`config.mk`:
```
export PLATFORM = sky130hd
export DESIGN_NAME = lcm_group
export DESIGN_NICKNAME = d
export VERILOG_FILES = /design/src/lcm_pkg.sv /design/src/lcm_group.sv
export SDC_FILE = /design/constraint.sdc
export NUM_CORES = 1
export LEC_CHECK = 0
export BUFFER_PORTS_ARGS = -buffer_cell sky130_fd_sc_hd__buf_2
export CAP_MARGIN = 20
export CORE_MARGIN = 1.5
export CORE_UTILIZATION = 40
export CTS_CLUSTER_SIZE = 12
export DETAILED_ROUTE_END_ITERATION = 8
export GPL_TIMING_DRIVEN = 0
export SLEW_MARGIN = 20
export SYNTH_ARGS = -nofsm -noshare
export SYNTH_HDL_FRONTEND = slang
export SYNTH_SLANG_ARGS = --single-unit
```
`constraint.sdc`:
```
create_clock -name mclk -period 22.6 [get_ports mclk]
set_input_delay 1.13 -clock mclk [delete_from_list [all_inputs] [get_ports mclk]]
set_output_delay 1.13 -clock mclk [all_outputs]
set_load 0.1 [all_outputs]
```
`src/lcm_pkg.sv`:
```
// Constants shared by the logic cell group design
package lcm_pkg;
   // Group shape
   localparam int NCELL = 10;
   localparam int CFG_W = 22;
   // Cell configuration word fields
   localparam int CFG_LUT_LSB = 0;
   localparam int CFG_MODE_LSB = 16;
   localparam int CFG_CSEL_BIT = 18;
   localparam int CFG_PACK_BIT = 19;
   localparam int CFG_CASC_BIT = 20;
   localparam int CFG_DRV_BIT = 21;
   localparam logic [CFG_W-1:0] CFG_RST = 22'h000000;
   // Mode field codes
   localparam logic [1:0] MODE_NORMAL = 2'h0;
   localparam logic [1:0] MODE_ARITH = 2'h1;
   localparam logic [1:0] MODE_COUNT = 2'h2;
   // Register word indices (byte address is four times the index)
   localparam logic [5:0] IDX_CFG0 = 6'h00;
   localparam logic [5:0] IDX_QSTAT = 6'h0A;
   localparam logic [5:0] IDX_CSTAT = 6'h0B;
   localparam logic [5:0] IDX_CHAIN = 6'h0C;
   // Reset values
   localparam logic [NCELL-1:0] CELLS_RST = 10'h000;
   localparam logic [31:0] RDATA_RST = 32'h00000000;
   // Mask that makes an arithmetic cell a full adder: carry 0xE8, sum 0x96
   localparam logic [15:0] ADDER_MASK = 16'hE896;
endpackage

```
`src/lcm_group.sv`:
```
// Logic array group of ten configurable logic cells with Avalon-MM setup
// Overview of operation
// The group holds ten logic cells with carry and cascade chains, shared controls and local routing.
// Each cell output reaches two local routing areas so one cell can feed up to twenty-nine others.
// Normal mode feeds a four-input table from the data inputs, with carry-in or input three as one input.
// In normal mode the table result is combined with cascade-in to form cascade-out along the chain.
// Normal mode allows the cell register to be used independently of the table result.
// Arithmetic mode uses two three-input tables on carry-in and inputs one and two, for result and carry-out.
// As an adder the arithmetic cell gives the sum and carry of inputs one, two and carry-in.
// Arithmetic mode allows the cascade chain to be used together with the carry chain.
// An arithmetic cell presents both the registered and the unregistered table result.
// Counter mode offers clock enable, count enable, up/down, synchronous clear and load.
// Count enable and up/down come from each cell's data inputs one and two.
// Synchronous clear and load are group-wide and act on every cell register.
// A mapping with a counter uses the other cells only in that counter or as pure logic.
// Each cell drives two separate local routing areas.
// Clear beats load, load beats counting, and all three wait for the clock enable.
`timescale 1ns/1ps
module lcm_group
   import lcm_pkg::*;
(
   // Clock and reset
   input wire logic mclk,
   input wire logic reset,
   // Avalon-MM slave
   input wire logic [7:0] avs_address,
   input wire logic avs_read,
   input wire logic avs_write,
   input wire logic [31:0] avs_writedata,
   input wire logic [3:0] avs_byteenable,
   output logic [31:0] avs_readdata,
   output logic avs_waitrequest,
   // Group-wide controls
   input wire logic grp_clk_en,
   input wire logic grp_sync_clear,
   input wire logic grp_sync_load,
   // Chain entries into cell 0
   input wire logic carry_in,
   input wire logic cascade_in,
   // Per-cell data inputs from local routing
   input wire logic [NCELL-1:0] data_in_one,
   input wire logic [NCELL-1:0] data_in_two,
   input wire logic [NCELL-1:0] data_in_three,
   input wire logic [NCELL-1:0] data_in_four,
   // Cell results
   output logic [NCELL-1:0] cell_q,
   output logic [NCELL-1:0] cell_comb,
   output logic [NCELL-1:0] local_area_a,
   output logic [NCELL-1:0] local_area_b,
   output logic carry_out,
   output logic cascade_out
);

   typedef struct packed {
      logic [NCELL-1:0][CFG_W-1:0] cfg;
      logic [NCELL-1:0] q;
      logic [NCELL-1:0] comb;
      logic [NCELL-1:0] area_a;
      logic [NCELL-1:0] area_b;
      logic carry;
      logic casc;
      logic waitreq;
      logic [31:0] rdata;
   } lcm_state_s;

   lcm_state_s st_r;
   lcm_state_s st_nxt;

   logic [NCELL:0] cin;
   logic [NCELL:0] casc;
   logic [NCELL-1:0] lut_res;
   logic [NCELL-1:0] d_next;

   assign cin[0] = carry_in;
   assign casc[0] = cascade_in;

   // One slice per cell; chains ripple from cell 0 upward
   for (genvar i = 0; i < NCELL; i++) begin : g_cell
      logic [CFG_W-1:0] c;
      logic [1:0] md;
      logic [3:0] idx4;
      logic [2:0] idx3;
      logic l_lut;
      logic l_cout;
      logic l_d;
      assign c = st_r.cfg[i];
      assign md = c[CFG_MODE_LSB +: 2];
      // Table input three is carry-in or data three
      assign idx4 = {data_in_four[i],
                     c[CFG_CSEL_BIT] ? cin[i] : data_in_three[i],
                     data_in_two[i], data_in_one[i]};
      assign idx3 = {cin[i], data_in_two[i], data_in_one[i]};
      always_comb begin
         l_lut = c[idx4];
         l_cout = cin[i];
         l_d = l_lut;
         case (md)
            MODE_ARITH: begin
               // Low table gives the result, high table the carry
               l_lut = c[{1'b0, idx3}];
               l_cout = c[{1'b1, idx3}];
               l_d = l_lut;
            end
            MODE_COUNT: begin
               // Input one enables, input two selects up
               l_d = data_in_one[i] ? (st_r.q[i] ^ cin[i])
                                    : st_r.q[i];
               l_cout = data_in_two[i] ? (st_r.q[i] & cin[i])
                                       : (~st_r.q[i] & cin[i]);
               l_lut = l_d;
            end
            default: begin
               // Packed use: register takes data four, table runs apart
               if (c[CFG_PACK_BIT]) begin
                  l_d = data_in_four[i];
               end
            end
         endcase
      end
      assign lut_res[i] = l_lut;
      assign d_next[i] = l_d;
      assign cin[i+1] = l_cout;
      // Cascade is an AND chain; a disabled cell passes its table alone
      assign casc[i+1] = c[CFG_CASC_BIT] ? (l_lut & casc[i])
                                         : l_lut;
   end

   logic [5:0] widx;
   assign widx = avs_address[7:2];

   always_comb begin
      st_nxt = st_r;
      // Register path, with clear over load over data
      if (grp_clk_en) begin
         if (grp_sync_clear) begin
            st_nxt.q = CELLS_RST;
         end else if (grp_sync_load) begin
            st_nxt.q = data_in_three;
         end else begin
            st_nxt.q = d_next;
         end
      end
      st_nxt.comb = lut_res;
      // Same signal to both areas; the pair gives 29 reachable cells
      for (int k = 0; k < NCELL; k++) begin
         st_nxt.area_a[k] = st_r.cfg[k][CFG_DRV_BIT] ? st_nxt.q[k]
                                                     : lut_res[k];
      end
      st_nxt.area_b = st_nxt.area_a;
      st_nxt.carry = cin[NCELL];
      st_nxt.casc = casc[NCELL];
      // Bus: one wait cycle, then the access completes
      st_nxt.waitreq = !((avs_read || avs_write) && st_r.waitreq);
      if (avs_read && st_r.waitreq) begin
         st_nxt.rdata = RDATA_RST;
         if (widx < IDX_CFG0 + 6'(NCELL)) begin
            st_nxt.rdata[CFG_W-1:0] = st_r.cfg[4'(widx)];
         end else if (widx == IDX_QSTAT) begin
            st_nxt.rdata[NCELL-1:0] = st_r.q;
         end else if (widx == IDX_CSTAT) begin
            st_nxt.rdata[NCELL-1:0] = st_r.comb;
         end else if (widx == IDX_CHAIN) begin
            st_nxt.rdata[1:0] = {st_r.casc, st_r.carry};
         end
      end
      // Writes only to config words; byte lanes honoured
      if (avs_write && !st_r.waitreq && widx < IDX_CFG0 + 6'(NCELL)) begin
         for (int b = 0; b < CFG_W; b++) begin
            if (avs_byteenable[b/8]) begin
               st_nxt.cfg[4'(widx)][b] = avs_writedata[b];
            end
         end
      end
   end

   always_ff @(posedge mclk or posedge reset) begin
      if (reset) begin
         st_r.cfg <= {NCELL{CFG_RST}};
         st_r.q <= CELLS_RST;
         st_r.comb <= CELLS_RST;
         st_r.area_a <= CELLS_RST;
         st_r.area_b <= CELLS_RST;
         st_r.carry <= 1'b0;
         st_r.casc <= 1'b0;
         st_r.waitreq <= 1'b1;
         st_r.rdata <= RDATA_RST;
      end else begin
         st_r <= st_nxt;
      end
   end

   assign avs_readdata = st_r.rdata;
   assign avs_waitrequest = st_r.waitreq;
   assign cell_q = st_r.q;
   assign cell_comb = st_r.comb;
   assign local_area_a = st_r.area_a;
   assign local_area_b = st_r.area_b;
   assign carry_out = st_r.carry;
   assign cascade_out = st_r.casc;
endmodule

```
After elaboration in Yosys (flattened, before gate mapping) --
Cells that the tools add are included.
Word-level totals: memory bits (writable) 0, bits in latches 0, output and inout port bits 75, register bits after elaboration 275, bits in read-only memories 0, memories 0, input bits 93
Cells by class: reduce and logical (&&, ||, !) cells 8, add/sub/neg operators 0, shifts and indexed selects 0, equal/unequal tests 23, magnitude comparators 33, divide/modulo/power cells 0, bitwise gates (word level) 50, multiply operators 0, mux-type cells 270
Operator list (number):
- $mux 220 | 43
- $bwmux 220 | 22
- $demux 22 s4 | 22
- $lt 4x6->1 const B | 20
- $mux 1 | 91
- $bmux 22 s4 | 1
- $bmux 1 s3 | 20
- $lt 3x6->1 const B | 10
- $mux 10 | 6
- $pmux 1 s2 | 30
- $mux 22 | 2
- $bmux 1 s4 | 10
- $and 1x1->1 | 30
- $mux 12 | 2
- $mux 21 | 1
- $eq 2x1->1 const B | 10
- $eq 2x2->1 const B | 10
- $mux 20 | 1
- $mux 19 | 1
- $eq 6x4->1 const B | 3
- $mux 18 | 1
- $mux 17 | 1
- $mux 16 | 1
- $mux 8 | 2
- 19 further kinds | 44

Depth between registers and ports, before layout --
Gate-level depths: netlist of run 1.
word-level depth 69, mapped depth 16

Least setup slack after synthesis of run 1 --
Ideal clock, no wire load.
kind input to register, from in data_in_two[6], to reg st_r (netlist bit local_area_b[9]), slack 18.231 ns, cell stages on the path 12, path buffers 1, arrival 4.245 ns, library setup time 0.125 ns, cells stage by stage clkbuf_1 > mux4_2 > a221o_1 > mux2_2 > mux2i_1 > o22ai_1 > o32ai_2 > mux2_4 > mux2i_1 > nand4_1 > a32o_1 > mux2_2
RTL lines:
- start: declaration | line lcm_group.sv:42 | input wire logic [NCELL-1:0] data_in_two,
- end signal: assignment | line lcm_group.sv:188 | st_r <= st_nxt;
- end: declaration | line lcm_group.sv:66 | lcm_state_s st_r;

==> results of run 1 <==
-- layout make-up --
class / instances / share of cell area, %
multi-input combinational: 834 / 45.08
sequential: 275 / 39.13
clock buffer: 48 / 5.058
timing repair buffer: 132 / 4.012
tap: 511 / 3.635
buffer: 68 / 1.999
inverter: 35 / 0.7896
clock inverter: 7 / 0.2561
antenna: 3 / 0.04268
-- state kept, by name, indices dropped and copies added, names as in the netlist --
name	count
local_area_b	10
carry_out	1
avs_waitrequest	1
cell_comb	10
avs_readdata	22
cell_q	10
g_cell.c	220
cascade_out	1
-- stage by stage --
| stage | power, mW | hold WS, ps |
|---|---|---|
| 3_3_place_gp | 0.8189 | 458.7 |
| 4_1_cts | 1.294 | 480.5 |
| 5_1_grt | 1.332 | 487.3 |
| 2_1_floorplan | 0.7451 | 462.1 |
| 3_5_place_dp | 0.8234 | 465.7 |
| 6_report | 1.290 | 474.7 |
-- where the power goes --
group,leakage [nW],internal [mW],switching [mW]
combinational,4.01,0.0760,0.203
sequential,3.67,0.516,0.0213
clock,0.456,0.268,0.205
-- critical path, cell delays in order --
cell	delay [ps]
clkbuf_1	490
mux4_2	680
and3b_1	270
nand3_1	100
a22oi_1	70
nor2_1	560
a21oi_2	150
o32ai_2	530
mux2_4	280
mux2i_1	260
nand4_1	130
a32o_1	310
mux2_2	290
-- Yosys cell counts, types with 4 or more instances --
cell / number / share of area (%)
a211oi_1: 5 / 0.25
a21boi_0: 4 / 0.20
a21boi_1: 5 / 0.25
a21oi_1: 23 / 0.76
a221o_1: 7 / 0.46
a221oi_1: 10 / 0.58
a222oi_1: 22 / 1.4
a22o_1: 13 / 0.75
a22oi_1: 12 / 0.59
and2_1: 6 / 0.25
and3b_1: 6 / 0.35
buf_1: 16 / 0.40
buf_4: 20 / 0.99
clkbuf_1: 28 / 0.69
dfrtp_1: 274 / 45
ha_1: 20 / 1.6
inv_1: 34 / 0.84
mux2_2: 221 / 16
mux2i_1: 24 / 1.6
mux4_1: 5 / 0.86
mux4_2: 80 / 12
nand2_1: 99 / 2.4
nand2b_1: 7 / 0.29
nand3_1: 13 / 0.43
nand3b_1: 4 / 0.20
nor2_1: 50 / 1.2
nor2b_1: 10 / 0.41
nor3_1: 12 / 0.40
nor4_1: 6 / 0.25
o211ai_1: 4 / 0.20
o21a_1: 4 / 0.20
o21ai_0: 62 / 2.0
o22ai_1: 8 / 0.33
o31ai_1: 5 / 0.25
xnor2_1: 15 / 0.86
xor2_1: 5 / 0.29
-- placed cells by master (no fill, tap or decap), drive strengths merged, types with 3 or more instances in the layout --
| master | instances |
|---|---|
| conb | 10 |
| dfrtp | 274 |
| or2 | 4 |
| xnor2 | 15 |
| o21a | 4 |
| nand2b | 7 |
| buf | 171 |
| nor2b | 10 |
| mux4 | 85 |
| nor4 | 6 |
| ha | 20 |
| a21boi | 10 |
| and2 | 6 |
| clkbuf | 77 |
| mux2i | 25 |
| a221o | 7 |
| nand2 | 99 |
| o31ai | 5 |
| o211ai | 4 |
| diode | 3 |
| nor3 | 13 |
| clkinv | 7 |
| a221oi | 13 |
| a31oi | 3 |
| o22ai | 10 |
| a32oi | 3 |
| a21oi | 25 |
| xor2 | 5 |
| o21ai | 63 |
| a222oi | 22 |
| nand3b | 5 |
| inv | 34 |
| a22o | 13 |
| nor2 | 51 |
| and3b | 6 |
| a22oi | 12 |
| mux2 | 222 |
| nand3 | 13 |
| o2bb2ai | 3 |
| a211oi | 5 |
-- logic make-up (layout without fill, tap and decap cells) --
group,after synthesis,in the layout
simple gates,230,230
fa+ha+maj,20,20
compound gates,222,222
buf+inv,103,290
xor+xnor,20,20
flops,275,275
mux,332,332
other cells,1,13
-- how the worst min path moves through the flow --
stage | cells past startpoint | from | slack (ps) | end
CTS | 1 | avs_waitrequest | 480 | avs_waitrequest
global placement | 1 | avs_waitrequest | 460 | avs_waitrequest
global route | 2 | avs_readdata[6] | 490 | avs_readdata[6]
detailed placement | 1 | avs_waitrequest | 470 | avs_waitrequest
finish | 2 | avs_readdata[0] | 470 | avs_readdata[0]
floorplan | 1 | g_cell[7].c[21] | 460 | local_area_b[7]
-- per-layer routing --
metal | track usage (%) | vias to the layer above | part of all wire [%]
met4 | 9.047 | 0 | 3.3
li1 | - | 4944 | -
met1 | 37.88 | 5993 | 43
met2 | 43.95 | 530 | 47
met3 | 3.832 | 100 | 7.2
met5 | 0 | - | 0
==> results.ini, run 1 <==
[layout]
area_growth_pct=15.75
drive_gt1_share_pct=38.46
fin_nets=1489
final_cell_count_no_fill=1913
nFillCells=3464
multiInputGateArea_sq_um=7929
register_area_sq_um=6883
postLayoutCoreUtil_pct=46.92
fin_area_sq_um=17590

[cts]
clk_path_buf_depth=3
cts_root_buf=clkbuf_16
cts_tree=done
post-cts-setup-buffer-count=0
clock_latency_ps=570
post_cts_resized=0
cts_buffers=30
htreeDepth=1
clkTransAtPathRegs_ps=60
numClockSinks=275
cts_hold_buf=0

[worst_setup_path]
startpoint=data_in_one[4]
crit_end=local_area_b[9]
cp.required_ps=23050
r2r_start=g_cell[0].c[16]
critPathMaxFanout=6
r2r-end=local_area_b[9]
cp-start-kind=input port
rrSetupSlack_ps=18170
critPathKind=in2reg
ff2ff_path_depth=15
cp.arrival_ps=5280
cp-end-kind=flop

[sta]
fin_setup_tns_ps=0
worst_slack_ps=17770
hold_viol_final=0
fmax_mhz=207.0
grt_setup_unrepaired=false
fin_crit_sh_pct=21.38
slew_viol_final=0
finalSetupViolCount=0
worst_slew_pin_slew_ps=1155
min_period_ps=4832
timing.slew.headroom_pct=22.97
finClkSkew_ps=13.88

[synthesis]
synthCells=1203
synth_compound_area_share_pct=10.77
ys.flop_type=dfrtp_1
yosys_register_bits=275
synth.cell_area_sq_um=15200
synth.mux.area_fraction_pct=30.87
synth_cell_type_count=77
synth-simple-area-share_pct=7.089
synth_fa_ha_area_share_pct=1.647
ys_warn_count=0
synth_top_family_by_area=multiplexers
avgSynthCellArea_sq_um=12.63
yosysSeqAreaShare_pct=45.29
async_flop_share_pct=100.0
synth_edf_count=0
synth-xor-area-share_pct=1.153

[routing]
finalWirelength_microns=52450
antenna_left=0
drt_iter0_markers=1191
drc=0
vias=11570
first_pass_iters=6
vias_per_cell=6.047
wl_per_cell_microns=27.42

[pwr]
power_density_nw_per_um2=73.33
leakage_nw=8.137
ir_drop_v=0.00004604

[floorplanning]
die_y_microns=197.9
ios=168
die_area_sq_um=39170
row_count=71
initial_core_util_pct=40.53
coreArea_sq_um=37490
die_w_microns=197.9

[global_route]
grt_start_max_net_pins=101
antenna_found_initial=2
grt_usage_pct=27.26
grt_pass1_vias=11410
overflow=0
grt_pass1_wl_microns=77800

[placed_design]
portBuffers=127
dp_slack_ps=17190
gp_congestion=0.9584
dpl_cell_area_sq_um=16640
placed_cells=1855
hpwlAfterDp_microns=40240

[hold_path]
hp-class=reg2reg

[run]
cap_violations=0

[run_status]
status=finished, final reports clean

No activity file was read; power rests on OpenSTA's default activity.
==> run 2: changes to the inputs <==
ABC_AREA = 1   (was default)
clock period = 4.3 ns   (was 22.6 ns; I/O delays follow)
==> results.ini, run 2 <==
[run_status]
status=finished with violations
violations=design-rule violations

[synthesis]
synth_common_cells=497 x nand2_1, 319 x o21ai_0, 274 x dfrtp_1
async_flop_share_pct=100.0
synth_cell_type_count=45
yosysMostFrequentCell=nand2_1
ys_warn_count=0
yosysSeqAreaShare_pct=46.54
synth_top_area_share_pct=46.36
avgSynthCellArea_sq_um=7.904
synth_top_area_cell=dfrtp_1
synthCells=1871
ys.flop_type=dfrtp_1
synth.cell_area_sq_um=14790
yosys_register_bits=275
yosys-top-cells-area=dfrtp_1 46%, nand2_1 13%, o21ai_0 11%
synth_edf_count=0

[global_route]
antenna_found_initial=0
grt_pass1_vias=13870
overflow=0
grt_start_max_net_pins=36
grt_usage_pct=30.14
grt_pass1_wl_microns=85550

[sta]
grt_setup_unrepaired=false
fmax_mhz=264.3
fin_crit_sh_pct=87.99
hold_viol_final=0
worst_slew_pin_slew_ps=1148
timing.slew.headroom_pct=23.18
min_period_ps=3784
timing.hold.ws_ps=93.92
finalSetupViolCount=0
worst_slack_ps=516.5
slew_viol_final=0
finClkSkew_ps=18.57

[floorplanning]
row_count=70
die_w_microns=195.3
initial_core_util_pct=40.49
die_area_sq_um=38140
ios=168
die_y_microns=195.3
coreArea_sq_um=36520

[placed_design]
portBuffers=133
gp_congestion=1.011
dp_slack_ps=463.8
dpl_cell_area_sq_um=16260
hpwlAfterDp_microns=45350

[run]
cap_violations=0

[pwr]
leakage_nw=7.952
ir_drop_v=0.0002587
power_density_nw_per_um2=401.9
finalPower_mw=7.002

[cts]
numClockSinks=275
cts_buffers=34
htreeDepth=2
clkTransAtPathRegs_ps=60
clk_path_buf_depth=3
cts_tree=done
clock_latency_ps=540
cts_root_buf=clkbuf_16
post-cts-setup-buffer-count=0

[worst_setup_path]
critPathKind=reg2reg
startpoint=g_cell[0].c[16]
r2r_start=g_cell[0].c[16]
crit_family=compound AO/OA/AOI/OAI gates
critical_path_buf_inv_count=4
cp-end-kind=flop
critPathSlowestCell=a21oi_1
slowest_delay_ps=410
timing.critical_path.mode_cell=nand2_1
cp.arrival_ps=4230
cp-start-kind=flop
critPathMaxFanout=6
cp.required_ps=4750

[routing]
vias=14720
finalWirelength_microns=57560
antenna_left=0
wl_per_cell_microns=22.55
first_pass_iters=9
drt_iter0_markers=1753
vias_per_cell=5.767
drc=2

[layout]
fin_area_sq_um=17420
final_cell_mix=497 x nand2_1, 319 x o21ai_0, 274 x dfrtp_1, 179 x inv_1, 137 x buf_2
register_area_sq_um=6883
nFillCells=3644
diodes=0
fin_nets=2174
postLayoutCoreUtil_pct=47.70
final_common_cell=nand2_1
multiInputGateArea_sq_um=6790
area_growth_pct=17.81
drive_gt1_share_pct=13.24
largest_register_ffs=220

[hold_path]
hp-class=in2reg
worstHoldStart=data_in_three[0]

run 2: changes by cell type after synthesis, sizes merged, moves of 34 or more:
cell / before / now
mux2: 222 / 3
nand3: 13 / 69
clkbuf: 28 / 62
nand2: 99 / 518
mux4: 85 / 0
a21oi: 25 / 101
o21ai: 63 / 335
a22oi: 12 / 76
inv: 34 / 188
run 2: layout make-up:
class | instances | area share [%]
inverters | 195 | 4.223
multi-input cells | 1321 | 38.97
plain buffers | 89 | 2.420
clock buffers | 45 | 5.472
clock inverters | 14 | 1.020
flip-flops and latches | 275 | 39.50
repair buffers | 145 | 5.027
well taps | 468 | 3.361
run 2: worst paths after layout:
| check | end | slack, ps | depth (start not counted) |
|---|---|---|---|
| worst max-delay path | cascade_out | 520 | 25 |
| worst min-delay path | cell_q[0] | 90 | 3 |
| worst max register to register | cascade_out | 520 | 25 |
| worst min register to register | avs_readdata[2] | 470 | 2 |
| max in group asynchronous | g_cell[2].c[16] | 2820 | 7 |
| min in group asynchronous | g_cell[9].c[3] | 220 | 3 |
run 2: logic make-up (layout without fill, tap and decap cells):
group / count (synthesis) / after routing / share of synthesized area (%)
and+or+nand+nor: 660 / 660 / 18.75
AOI/OAI and AO/OA: 628 / 628 / 24.97
buffers and inverters: 284 / 488 / 7.800
DFF: 275 / 275 / 46.54
adders and majority gates: 20 / 20 / 1.692
muxes: 3 / 3 / 0.2284
other: 1 / 10 / 0.02536
run 2: metrics by stage:
| step | cells | setup TNS [ps] |
|---|---|---|
| final | 2552 | 0 |
| after CTS | 2552 | 0 |
| after floorplan | 1880 | 0 |
| after detailed placement | 2490 | 0 |
| after global routing | 2552 | 0 |
| after global placement | 2481 | -338420 |
run 2: metal layers:
metal	vias to the layer above	global-route usage, %	share of wire [%]
li1	6735	-	-
met3	119	5.337	9.6
met1	7114	41.02	42
met4	0	11.20	3.4
met2	749	48.07	45
met5	-	0	0
run 2: power by group:
| part | internal (mW) | switching [mW] | leakage [nW] | total, mW |
|---|---|---|---|---|
| clock network | 1.80 | 1.16 | 0.564 | 2.96 |
| registers | 2.69 | 0.106 | 3.77 | 2.80 |
| logic | 0.264 | 0.982 | 3.62 | 1.25 |
run 2: what timing repair did:
action,in CTS,in global routing
hold endpoints to repair,49,0
endpoints found under the setup margin,0,1
hold buffers,3,0
resized for setup,0,1
run 2: worst register-to-register path, stage by stage, from the launching register on:
cell	delay, ps
dfrtp_1	380
inv_1	80
ha_1	330
inv_1	110
nand2_1	60
inv_1	50
nand2_1	60
nand2_2	80
nand2_4	70
inv_1	90
nand2_1	50
o21ai_0	160
nand2_1	100
o211ai_1	100
nand2_1	90
a21boi_0	400
nand2_1	150
a21oi_1	190
o21ai_0	120
a21oi_1	180
o21ai_1	90
nand2_1	80
nand2_1	50
a21oi_1	410
o21ai_1	100
a21oi_1	150
